### src/pie_pkg.sv
package pie_pkg;

	// ------------------------------------------------------------
	// Register map (byte addresses on the AXI4-Lite slave)
	// ------------------------------------------------------------
	localparam int ADDR_W = 8;
	localparam logic [7:0] OFF_REQ0 = 8'h00;
	localparam logic [7:0] OFF_REQ1 = 8'h04;
	localparam logic [7:0] OFF_ACK0 = 8'h08;
	localparam logic [7:0] OFF_ACK1 = 8'h0C;
	localparam logic [7:0] OFF_ENABLE = 8'h10;
	localparam logic [7:0] OFF_MODE = 8'h14;
	localparam logic [7:0] OFF_VECTOR = 8'h18;
	localparam logic [7:0] OFF_NMI = 8'h1C;
	localparam int MODE_SERIAL_LOW_BIT = 0;
	localparam int NMI_TRIGGER_BIT = 0;
	localparam logic [1:0] RESP_OKAY = 2'h0;
	localparam logic [1:0] RESP_SLVERR = 2'h2;

	// ------------------------------------------------------------
	// Flag positions: group 0 is bits 15..0, group 1 is bits 31..16
	// ------------------------------------------------------------
	localparam int NUM_BITS = 32;
	localparam int GROUP_W = 16;
	localparam int POS_POWER = 0;
	localparam int POS_CONV = 1;
	localparam int POS_EXT_ONE = 2;
	localparam int POS_EXT_TWO = 3;
	localparam int POS_RX_HIGH = 5;
	localparam int POS_TX_HIGH = 6;
	localparam int POS_CMP_ONE = 9;
	localparam int POS_T1_PERIOD = 12;
	localparam int POS_T2_PERIOD = 16;
	localparam int POS_CAP_ONE = 20;
	localparam int POS_RX_LOW = 24;
	localparam int POS_TX_LOW = 25;
	localparam logic [31:0] PRESENT_MASK = 32'h031F_FE6F;
	localparam logic [31:0] ENABLE_RESET = 32'h0000_0000;

	// Core line per flag bit, 0 where the position is unused
	localparam logic [2:0] LINE_NONE = 3'h0;
	localparam logic [2:0] LINE_TABLE [NUM_BITS] = '{
		3'h1, 3'h1, 3'h1, 3'h1, 3'h0, 3'h1, 3'h1, 3'h0,
		3'h0, 3'h2, 3'h2, 3'h2, 3'h2, 3'h2, 3'h2, 3'h2,
		3'h3, 3'h3, 3'h3, 3'h3, 3'h4, 3'h0, 3'h0, 3'h0,
		3'h5, 3'h5, 3'h0, 3'h0, 3'h0, 3'h0, 3'h0, 3'h0};

	// Peripheral vector code per flag bit
	localparam logic [15:0] CODE_TABLE [NUM_BITS] = '{
		16'h0020, 16'h0004, 16'h0001, 16'h0011, 16'h0000, 16'h0006, 16'h0007, 16'h0000,
		16'h0000, 16'h0021, 16'h0022, 16'h0023, 16'h0027, 16'h0028, 16'h0029, 16'h002A,
		16'h002B, 16'h002C, 16'h002D, 16'h002E, 16'h0033, 16'h0000, 16'h0000, 16'h0000,
		16'h0006, 16'h0007, 16'h0000, 16'h0000, 16'h0000, 16'h0000, 16'h0000, 16'h0000};

	// Core vector addresses
	localparam logic [15:0] RESET_VECTOR = 16'h0000;
	localparam logic [15:0] NMI_VECTOR = 16'h0024;
	localparam logic [15:0] PHANTOM_CODE = 16'h0000;
	localparam logic [15:0] IDLE_VECTOR = 16'h0000;
	localparam int NUM_LINES = 6;
	localparam logic [15:0] LINE_VECTOR [NUM_LINES + 1] = '{
		16'h0000, 16'h0002, 16'h0004, 16'h0006, 16'h0008, 16'h000A, 16'h000C};

	// ------------------------------------------------------------
	// Carriers
	// ------------------------------------------------------------
	typedef struct packed {
		logic power_protect_request;
		logic converter_done_request;
		logic ext_pin_irq_one;
		logic ext_pin_irq_two;
		logic serial_receive_request;
		logic serial_transmit_request;
		logic compare_one_request;
		logic compare_two_request;
		logic compare_three_request;
		logic timer_one_period_request;
		logic timer_one_compare_request;
		logic timer_one_underflow_request;
		logic timer_one_overflow_request;
		logic timer_two_period_request;
		logic timer_two_compare_request;
		logic timer_two_underflow_request;
		logic timer_two_overflow_request;
		logic capture_one_request;
	} source_req_t;

	typedef struct packed {
		logic [31:0] flags;
		logic [31:0] acks;
		logic [31:0] enable;
		logic serial_low;
		logic [15:0] vector;
		logic aw_rdy;
		logic aw_got;
		logic [ADDR_W-1:0] aw_addr;
		logic w_rdy;
		logic w_got;
		logic [31:0] w_data;
		logic [3:0] w_strb;
		logic bvalid;
		logic [1:0] bresp;
		logic ar_rdy;
		logic rvalid;
		logic [31:0] rdata;
		logic [1:0] rresp;
		logic [NUM_LINES-1:0] core_line;
		logic reset_req;
		logic nmi;
		logic [15:0] vaddr;
	} pie_state_t;

endpackage

### src/pie_vector_map.sv
// What this block does
// Reset from pin or watchdog: top, 0000h, unmaskable
// NMI priority 3, vector 0024h, software only
// Power protect: line one, bit 0.0, 0020h
// Converter done high mode: line one, bit 0.1
// External pins: line one, bits 0.2/0.3
// Serial receive high mode: line one, bit 0.5
// Serial transmit high mode: line one, bit 0.6
// Compares one to three: line two, bits 0.9-0.11
// Timer one period: line two, bit 0.12, 0027h
// Timer one compare: line two, bit 0.13
// Timer one underflow: line two, bit 0.14
// Timer one overflow: line two, bit 0.15
// Timer two period: line three, bit 1.0
// Timer two compare: line three, bit 1.1
// Timer two underflow: line three, bit 1.2
// Timer two overflow: line three, bit 1.3
// Capture one: line four, bit 1.4, 0033h
// Serial receive low mode: line five, bit 1.8
// Serial transmit low mode: line five, bit 1.9
// Unused positions never hold a request
// Requests share six core lines, vector code supplied
// Maskable requests disabled after reset until enabled
`timescale 1ns/100ps
module pie_vector_map (
	// Clock and reset
	input wire logic ref_clk_i,
	input wire logic rst_b_i,
	// Interrupt sources
	input wire pie_pkg::source_req_t source_req_i,
	input wire logic ext_reset_pin_i,
	input wire logic watchdog_timeout_i,
	// Core side
	input wire logic core_iack_i,
	input wire logic [2:0] core_iack_line_i,
	output logic [pie_pkg::NUM_LINES-1:0] core_line_o,
	output logic core_reset_o,
	output logic core_nmi_o,
	output logic [15:0] core_vector_addr_o,
	output logic [15:0] peripheral_vector_code_o,
	// AXI4-Lite write channels
	input wire logic awvalid_i,
	input wire logic [pie_pkg::ADDR_W-1:0] awaddr_i,
	output logic awready_o,
	input wire logic wvalid_i,
	input wire logic [31:0] wdata_i,
	input wire logic [3:0] wstrb_i,
	output logic wready_o,
	output logic bvalid_o,
	output logic [1:0] bresp_o,
	input wire logic bready_i,
	// AXI4-Lite read channels
	input wire logic arvalid_i,
	input wire logic [pie_pkg::ADDR_W-1:0] araddr_i,
	output logic arready_o,
	output logic rvalid_o,
	output logic [31:0] rdata_o,
	output logic [1:0] rresp_o,
	input wire logic rready_i
);

	pie_pkg::pie_state_t st;
	pie_pkg::pie_state_t next_st;
	logic [31:0] set;
	logic [31:0] clr;
	logic [31:0] ackset;
	logic [31:0] ackclr;
	logic [31:0] wmask;
	logic [31:0] wd;
	logic hit;
	logic [4:0] hit_pos;

	// ------------------------------------------------------------
	// Next-state logic
	// ------------------------------------------------------------

	// Whole block as one combinational step over the state record
	always_comb
	begin
		next_st = st;
		set = '0;
		clr = '0;
		ackset = '0;
		ackclr = '0;
		hit = 1'b0;
		hit_pos = '0;
		// Source to flag position mapping
		set[pie_pkg::POS_POWER] = source_req_i.power_protect_request;
		set[pie_pkg::POS_CONV] = source_req_i.converter_done_request;
		set[pie_pkg::POS_EXT_ONE] = source_req_i.ext_pin_irq_one;
		set[pie_pkg::POS_EXT_TWO] = source_req_i.ext_pin_irq_two;
		// Serial requests follow the priority mode bit
		set[pie_pkg::POS_RX_HIGH] = source_req_i.serial_receive_request & ~st.serial_low;
		set[pie_pkg::POS_TX_HIGH] = source_req_i.serial_transmit_request & ~st.serial_low;
		set[pie_pkg::POS_RX_LOW] = source_req_i.serial_receive_request & st.serial_low;
		set[pie_pkg::POS_TX_LOW] = source_req_i.serial_transmit_request & st.serial_low;
		set[pie_pkg::POS_CMP_ONE] = source_req_i.compare_one_request;
		set[pie_pkg::POS_CMP_ONE + 1] = source_req_i.compare_two_request;
		set[pie_pkg::POS_CMP_ONE + 2] = source_req_i.compare_three_request;
		set[pie_pkg::POS_T1_PERIOD] = source_req_i.timer_one_period_request;
		set[pie_pkg::POS_T1_PERIOD + 1] = source_req_i.timer_one_compare_request;
		set[pie_pkg::POS_T1_PERIOD + 2] = source_req_i.timer_one_underflow_request;
		set[pie_pkg::POS_T1_PERIOD + 3] = source_req_i.timer_one_overflow_request;
		set[pie_pkg::POS_T2_PERIOD] = source_req_i.timer_two_period_request;
		set[pie_pkg::POS_T2_PERIOD + 1] = source_req_i.timer_two_compare_request;
		set[pie_pkg::POS_T2_PERIOD + 2] = source_req_i.timer_two_underflow_request;
		set[pie_pkg::POS_T2_PERIOD + 3] = source_req_i.timer_two_overflow_request;
		set[pie_pkg::POS_CAP_ONE] = source_req_i.capture_one_request;
		// Only enabled, existing positions latch; enables start clear
		set = set & st.enable & pie_pkg::PRESENT_MASK;

		// Lowest pending position on the acknowledged line wins
		for (int i = 0; i < pie_pkg::NUM_BITS; i++)
		begin
			if (!hit && st.flags[i] && pie_pkg::LINE_TABLE[i] == core_iack_line_i)
			begin
				hit = 1'b1;
				hit_pos = 5'(i);
			end
		end
		// Acknowledge hands over the code and retires the request
		if (core_iack_i)
		begin
			if (hit)
			begin
				clr[hit_pos] = 1'b1;
				ackset[hit_pos] = 1'b1;
				next_st.vector = pie_pkg::CODE_TABLE[hit_pos];
			end
			else
			begin
				next_st.vector = pie_pkg::PHANTOM_CODE; // Request vanished before ack
			end
		end

		// Write channels: address and data may arrive in either order
		wmask = {{8{st.w_strb[3]}}, {8{st.w_strb[2]}}, {8{st.w_strb[1]}}, {8{st.w_strb[0]}}};
		wd = st.w_data & wmask;
		next_st.nmi = 1'b0;
		if (awvalid_i && st.aw_rdy)
		begin
			next_st.aw_got = 1'b1;
			next_st.aw_addr = awaddr_i;
		end
		if (wvalid_i && st.w_rdy)
		begin
			next_st.w_got = 1'b1;
			next_st.w_data = wdata_i;
			next_st.w_strb = wstrb_i;
		end
		if (st.aw_got && st.w_got && !st.bvalid)
		begin
			next_st.aw_got = 1'b0;
			next_st.w_got = 1'b0;
			next_st.bvalid = 1'b1;
			next_st.bresp = pie_pkg::RESP_OKAY;
			case (st.aw_addr)
				pie_pkg::OFF_REQ0: clr = clr | {{pie_pkg::GROUP_W{1'b0}}, wd[15:0]};
				pie_pkg::OFF_REQ1: clr = clr | {wd[15:0], {pie_pkg::GROUP_W{1'b0}}};
				pie_pkg::OFF_ACK0: ackclr = {{pie_pkg::GROUP_W{1'b0}}, wd[15:0]};
				pie_pkg::OFF_ACK1: ackclr = {wd[15:0], {pie_pkg::GROUP_W{1'b0}}};
				pie_pkg::OFF_ENABLE: next_st.enable = ((st.enable & ~wmask) | wd) & pie_pkg::PRESENT_MASK;
				pie_pkg::OFF_MODE:
				begin
					if (st.w_strb[0])
					begin
						next_st.serial_low = st.w_data[pie_pkg::MODE_SERIAL_LOW_BIT];
					end
				end
				pie_pkg::OFF_VECTOR: next_st.bresp = pie_pkg::RESP_OKAY; // Read-only, write dropped
				pie_pkg::OFF_NMI: next_st.nmi = wd[pie_pkg::NMI_TRIGGER_BIT];
				default: next_st.bresp = pie_pkg::RESP_SLVERR;
			endcase
		end
		if (st.bvalid && bready_i)
		begin
			next_st.bvalid = 1'b0;
		end

		// Read channel: no read has a side effect
		if (arvalid_i && st.ar_rdy)
		begin
			next_st.rvalid = 1'b1;
			next_st.rresp = pie_pkg::RESP_OKAY;
			case (araddr_i)
				pie_pkg::OFF_REQ0: next_st.rdata = {16'h0000, st.flags[15:0]};
				pie_pkg::OFF_REQ1: next_st.rdata = {16'h0000, st.flags[31:16]};
				pie_pkg::OFF_ACK0: next_st.rdata = {16'h0000, st.acks[15:0]};
				pie_pkg::OFF_ACK1: next_st.rdata = {16'h0000, st.acks[31:16]};
				pie_pkg::OFF_ENABLE: next_st.rdata = st.enable;
				pie_pkg::OFF_MODE: next_st.rdata = {31'h0000_0000, st.serial_low};
				pie_pkg::OFF_VECTOR: next_st.rdata = {16'h0000, st.vector};
				pie_pkg::OFF_NMI: next_st.rdata = 32'h0000_0000;
				default:
				begin
					next_st.rdata = 32'h0000_0000;
					next_st.rresp = pie_pkg::RESP_SLVERR;
				end
			endcase
		end
		if (st.rvalid && rready_i)
		begin
			next_st.rvalid = 1'b0;
		end

		// A set arriving with its clear wins, so no event is lost
		next_st.flags = (st.flags & ~clr) | set;
		next_st.acks = (st.acks & ~ackclr) | ackset;
		// Ready flops are precomputed so the ports come from registers
		next_st.aw_rdy = !next_st.aw_got && !next_st.bvalid;
		next_st.w_rdy = !next_st.w_got && !next_st.bvalid;
		next_st.ar_rdy = !next_st.rvalid;

		// Group pending flags onto the shared core lines
		next_st.core_line = '0;
		for (int i = 0; i < pie_pkg::NUM_BITS; i++)
		begin
			if (next_st.flags[i] && pie_pkg::LINE_TABLE[i] != pie_pkg::LINE_NONE)
			begin
				next_st.core_line[pie_pkg::LINE_TABLE[i] - 3'h1] = 1'b1;
			end
		end

		// Overall priority: reset, then NMI, then lowest line
		next_st.reset_req = ext_reset_pin_i | watchdog_timeout_i;
		next_st.vaddr = pie_pkg::IDLE_VECTOR;
		for (int l = pie_pkg::NUM_LINES - 1; l >= 0; l--)
		begin
			if (next_st.core_line[l])
			begin
				next_st.vaddr = pie_pkg::LINE_VECTOR[l + 1];
			end
		end
		if (next_st.nmi)
		begin
			next_st.vaddr = pie_pkg::NMI_VECTOR;
		end
		if (next_st.reset_req)
		begin
			next_st.vaddr = pie_pkg::RESET_VECTOR;
		end
	end

	// ------------------------------------------------------------
	// State register
	// ------------------------------------------------------------

	// All enables clear at reset, so nothing maskable fires early
	always_ff @(posedge ref_clk_i or negedge rst_b_i)
	begin
		if (!rst_b_i)
		begin
			st <= '0;
		end
		else
		begin
			st <= next_st;
		end
	end

	// Outputs straight from the state record
	assign core_line_o = st.core_line;
	assign core_reset_o = st.reset_req;
	assign core_nmi_o = st.nmi;
	assign core_vector_addr_o = st.vaddr;
	assign peripheral_vector_code_o = st.vector;
	assign awready_o = st.aw_rdy;
	assign wready_o = st.w_rdy;
	assign bvalid_o = st.bvalid;
	assign bresp_o = st.bresp;
	assign arready_o = st.ar_rdy;
	assign rvalid_o = st.rvalid;
	assign rdata_o = st.rdata;
	assign rresp_o = st.rresp;
endmodule

### config.mk
export PLATFORM = sky130hd
export DESIGN_NAME = pie_vector_map
export DESIGN_NICKNAME = d
export VERILOG_FILES = /design/src/pie_pkg.sv /design/src/pie_vector_map.sv
export SDC_FILE = /design/constraint.sdc
export NUM_CORES = 1
export LEC_CHECK = 0
export ABC_AREA = 1
export BUFFER_PORTS_ARGS = -buffer_cell sky130_fd_sc_hd__buf_2
export CAP_MARGIN = 5
export CORE_ASPECT_RATIO = 1.5
export CORE_MARGIN = 3
export CORE_UTILIZATION = 51
export CTS_CLUSTER_SIZE = 16
export DETAILED_ROUTE_END_ITERATION = 6
export PLACE_DENSITY = 0.77
export SLEW_MARGIN = 25
export SYNTH_ARGS = -nofsm -noshare
export SYNTH_HDL_FRONTEND = slang
export SYNTH_SLANG_ARGS = --single-unit
### constraint.sdc
create_clock -name ref_clk_i -period 4.2 [get_ports ref_clk_i]
set_input_delay 0.42 -clock ref_clk_i [delete_from_list [all_inputs] [get_ports ref_clk_i]]
set_output_delay 0.42 -clock ref_clk_i [all_outputs]
set_load 0.02 [all_outputs]
==> metrics.txt <==
status finished with violations; failing checks negative setup slack; top-area cell type share of the netlist area 0.465; WL/cell approximately 18 um; worst reg-to-reg path cell count 34; CP max stage delay 0.36 ns; Port Buffers between 100 and 150; max-cap violations 0; top-count cell post-synth nand2_1; Final Setup Violations 7; CP max-delay cell dfrtp_1; largest area contributor in the netlist dfrtp_1; CTS sink count 168; Pleak about 0.0057 uW; Power Total 6090 uW; initial antenna violation count 0; post-layout min period 4.51 ns; maximum VDD drop approximately 430 uV; Top cell by count, worst path nor2_2; Synth async-reset ratio 1.00; CORE AREA 17,300 um2; GP Congestion 0.978; Max Slew Vio Count 0; Final Skew 0.0103 ns; fin area 11,300 um2; Clock Latency Late Sink 0.44 ns; grt total ovfl 0; final period utilization 1.07; CTS tree built; top cells by count, synth 272 x nand2_1, 168 x dfrtp_1, 162 x inv_1; RSZ-0062 raised after global routing yes; Post-Syn Area 9040 um2; max_slew headroom 0.362; remaining antenna violation count 0; Final HPWL DP 21.3 mm; Synth area leaders dfrtp_1 47%, nand2_1 11%, inv_1 6.7%; Initial Util 0.521; Clock Tree Root clkbuf_16; Clock transition at path regs 0.08 ns; Worst Setup Start Kind flip-flop; die area 19,400 um2; ys flop type dfrtp_1; Synth-to-Final Area Change 25.5%; Die Y 169 um; Rows 59; Crit path arrival time 4.83 ns; final worst slack -0.306 ns; Hold Buf Count CTS 0; post-synthesis sequential area ratio 0.465; Cells after Synth 1,158; origin of the critical flop-to-flop path st[195]$_DFF_PN0_; r2r setup slk -0.31 ns; Ant. Diodes 0; worst slew pin tran 0.957 ns; post-synthesis register bit count 168; total track usage 0.295; Post-DP Area 10,100 um2; Synth cell types 47; Worst EP required 4.53 ns; Pwr per Cell Area 537 nW/um2; Setup CP Type reg -> reg; TritonCTS buffer count 17; syn_area_per_cell 7.80 um2; first-pass GRT wire length 44.5 mm; Net count, final 1,458; via count 8,823; Hold/Removal Path Class in -> async; H-Tree Depth 4; number of iterations in the first detailed-routing pass 6; final hold vios 0; crit path max fanout 3; EDFF count, synth 0; Fmax 222 MHz; vias in the first global route 8,710; Crit. End Element flip-flop; Vias/cell 5.53; RR Endpoint core_vector_addr_o[2]$_DFF_PN0_; top-level I/O count 164; width of the die 115 um; Yosys Warn Count 0; Starting DRT DRC Count approximately 860; CTS Buffer Depth 2; layout cell share with drive strength beyond 1 0.277; WL final 28.8 mm; largest net degree at the start of global routing 108; Residual DRC 0
-- logic make-up (layout without fill, tap and decap cells) --
| family | after synthesis | in the layout | share of synthesized area |
|---|---|---|---|
| DFF | 168 | 168 | 0.465 |
| buffers and inverters | 272 | 464 | 0.144 |
| AOI/OAI and AO/OA | 207 | 207 | 0.138 |
| and+or+nand+nor | 505 | 505 | 0.246 |
| other | 1 | 34 | 0.000415 |
| adders and majority gates | 5 | 5 | 0.00692 |
-- worst max-delay path: cells and delay by family, from the launching register on --
family                     cells  cell delay [ns]
buffers and inverters          6             0.61
adders and majority gates      1             0.14
and+or+nand+nor               24             2.85
DFF                            1             0.36
AOI/OAI and AO/OA              3             0.43
-- layout make-up --
cell class                      instances  area, um2
Tap cell                              213        267
Timing Repair Buffer                  260       1680
Multi-Input combinational cell        751       3940
Inverter                              172        651
Fill cell                            1485       6010
Sequential cell                       168       4200
Clock inverter                         15        173
Clock buffer                           17        425
-- through the flow --
step	hold slack (ns)	setup slack, ns	util	setup TNS, ns	std cells
after floorplan	0.124	0.0266	-	0	1191
after global placement	0.462	-0.222	0.585	-0.746	1524
after detailed placement	0.465	-0.423	0.585	-1.48	1524
after CTS	0.146	-0.0201	0.638	-0.0201	1584
after global routing	0.152	-0.592	0.654	-4.65	1596
final	0.0591	-0.306	0.654	-1.49	1596
-- worst max path at each step --
stage                                      end                start  depth (start not counted)  slack (ns)
2_1_floorplan  core_vector_addr_o[1]$_DFF_PN0_  core_iack_line_i[1]                         33        0.03
3_3_place_gp   core_vector_addr_o[1]$_DFF_PN0_  core_iack_line_i[0]                         35       -0.22
3_5_place_dp   core_vector_addr_o[1]$_DFF_PN0_  core_iack_line_i[0]                         35       -0.42
4_1_cts        core_vector_addr_o[1]$_DFF_PN0_    st[195]$_DFF_PN0_                         35       -0.02
5_1_grt        core_vector_addr_o[2]$_DFF_PN0_    st[193]$_DFF_PN0_                         36       -0.59
6_report       core_vector_addr_o[2]$_DFF_PN0_    st[195]$_DFF_PN0_                         34       -0.31
-- metal layers --
| layer | share of wire | track usage | vias up |
|---|---|---|---|
| li1 | - | - | 4076 |
| met1 | 0.36 | 0.353 | 4138 |
| met2 | 0.49 | 0.488 | 476 |
| met3 | 0.079 | 0.0458 | 133 |
| met4 | 0.069 | 0.193 | 0 |
| met5 | 0 | 0 | - |
-- cell usage in the layout (no fill, tap or decap), types with 6 or more instances in the layout --
cell,netlist,final
buf_2,0,119
dfrtp_1,168,168
o211ai_1,12,12
nand2_1,272,266
inv_1,162,153
inv_2,8,15
nor3_1,21,18
o21ai_1,8,6
buf_4,74,136
nor2_4,3,10
nand3_2,2,6
conb_1,1,34
nand2_2,5,8
a221oi_1,6,6
o21ai_0,112,110
nand4_1,16,16
nand3_1,52,46
nor2_1,101,97
a21oi_1,19,17
nor2_2,14,11
clkbuf_16,0,17
-- report_power, final --
| part | switching, uW | internal [uW] | total (uW) | leakage [uW] |
|---|---|---|---|---|
| Sequential | 274 | 2000 | 2270 | 0.00206 |
| Combinational | 1400 | 842 | 2250 | 0.00331 |
| Clock | 770 | 806 | 1580 | 0.000293 |
-- timing repair --
action                                  4_1_cts  5_1_grt
endpoints found under the setup margin        4       22
setup buffers                                28       13
gates resized for setup                      33       39
pin swaps                                     7       22
(Power assumes the default switching activity.)
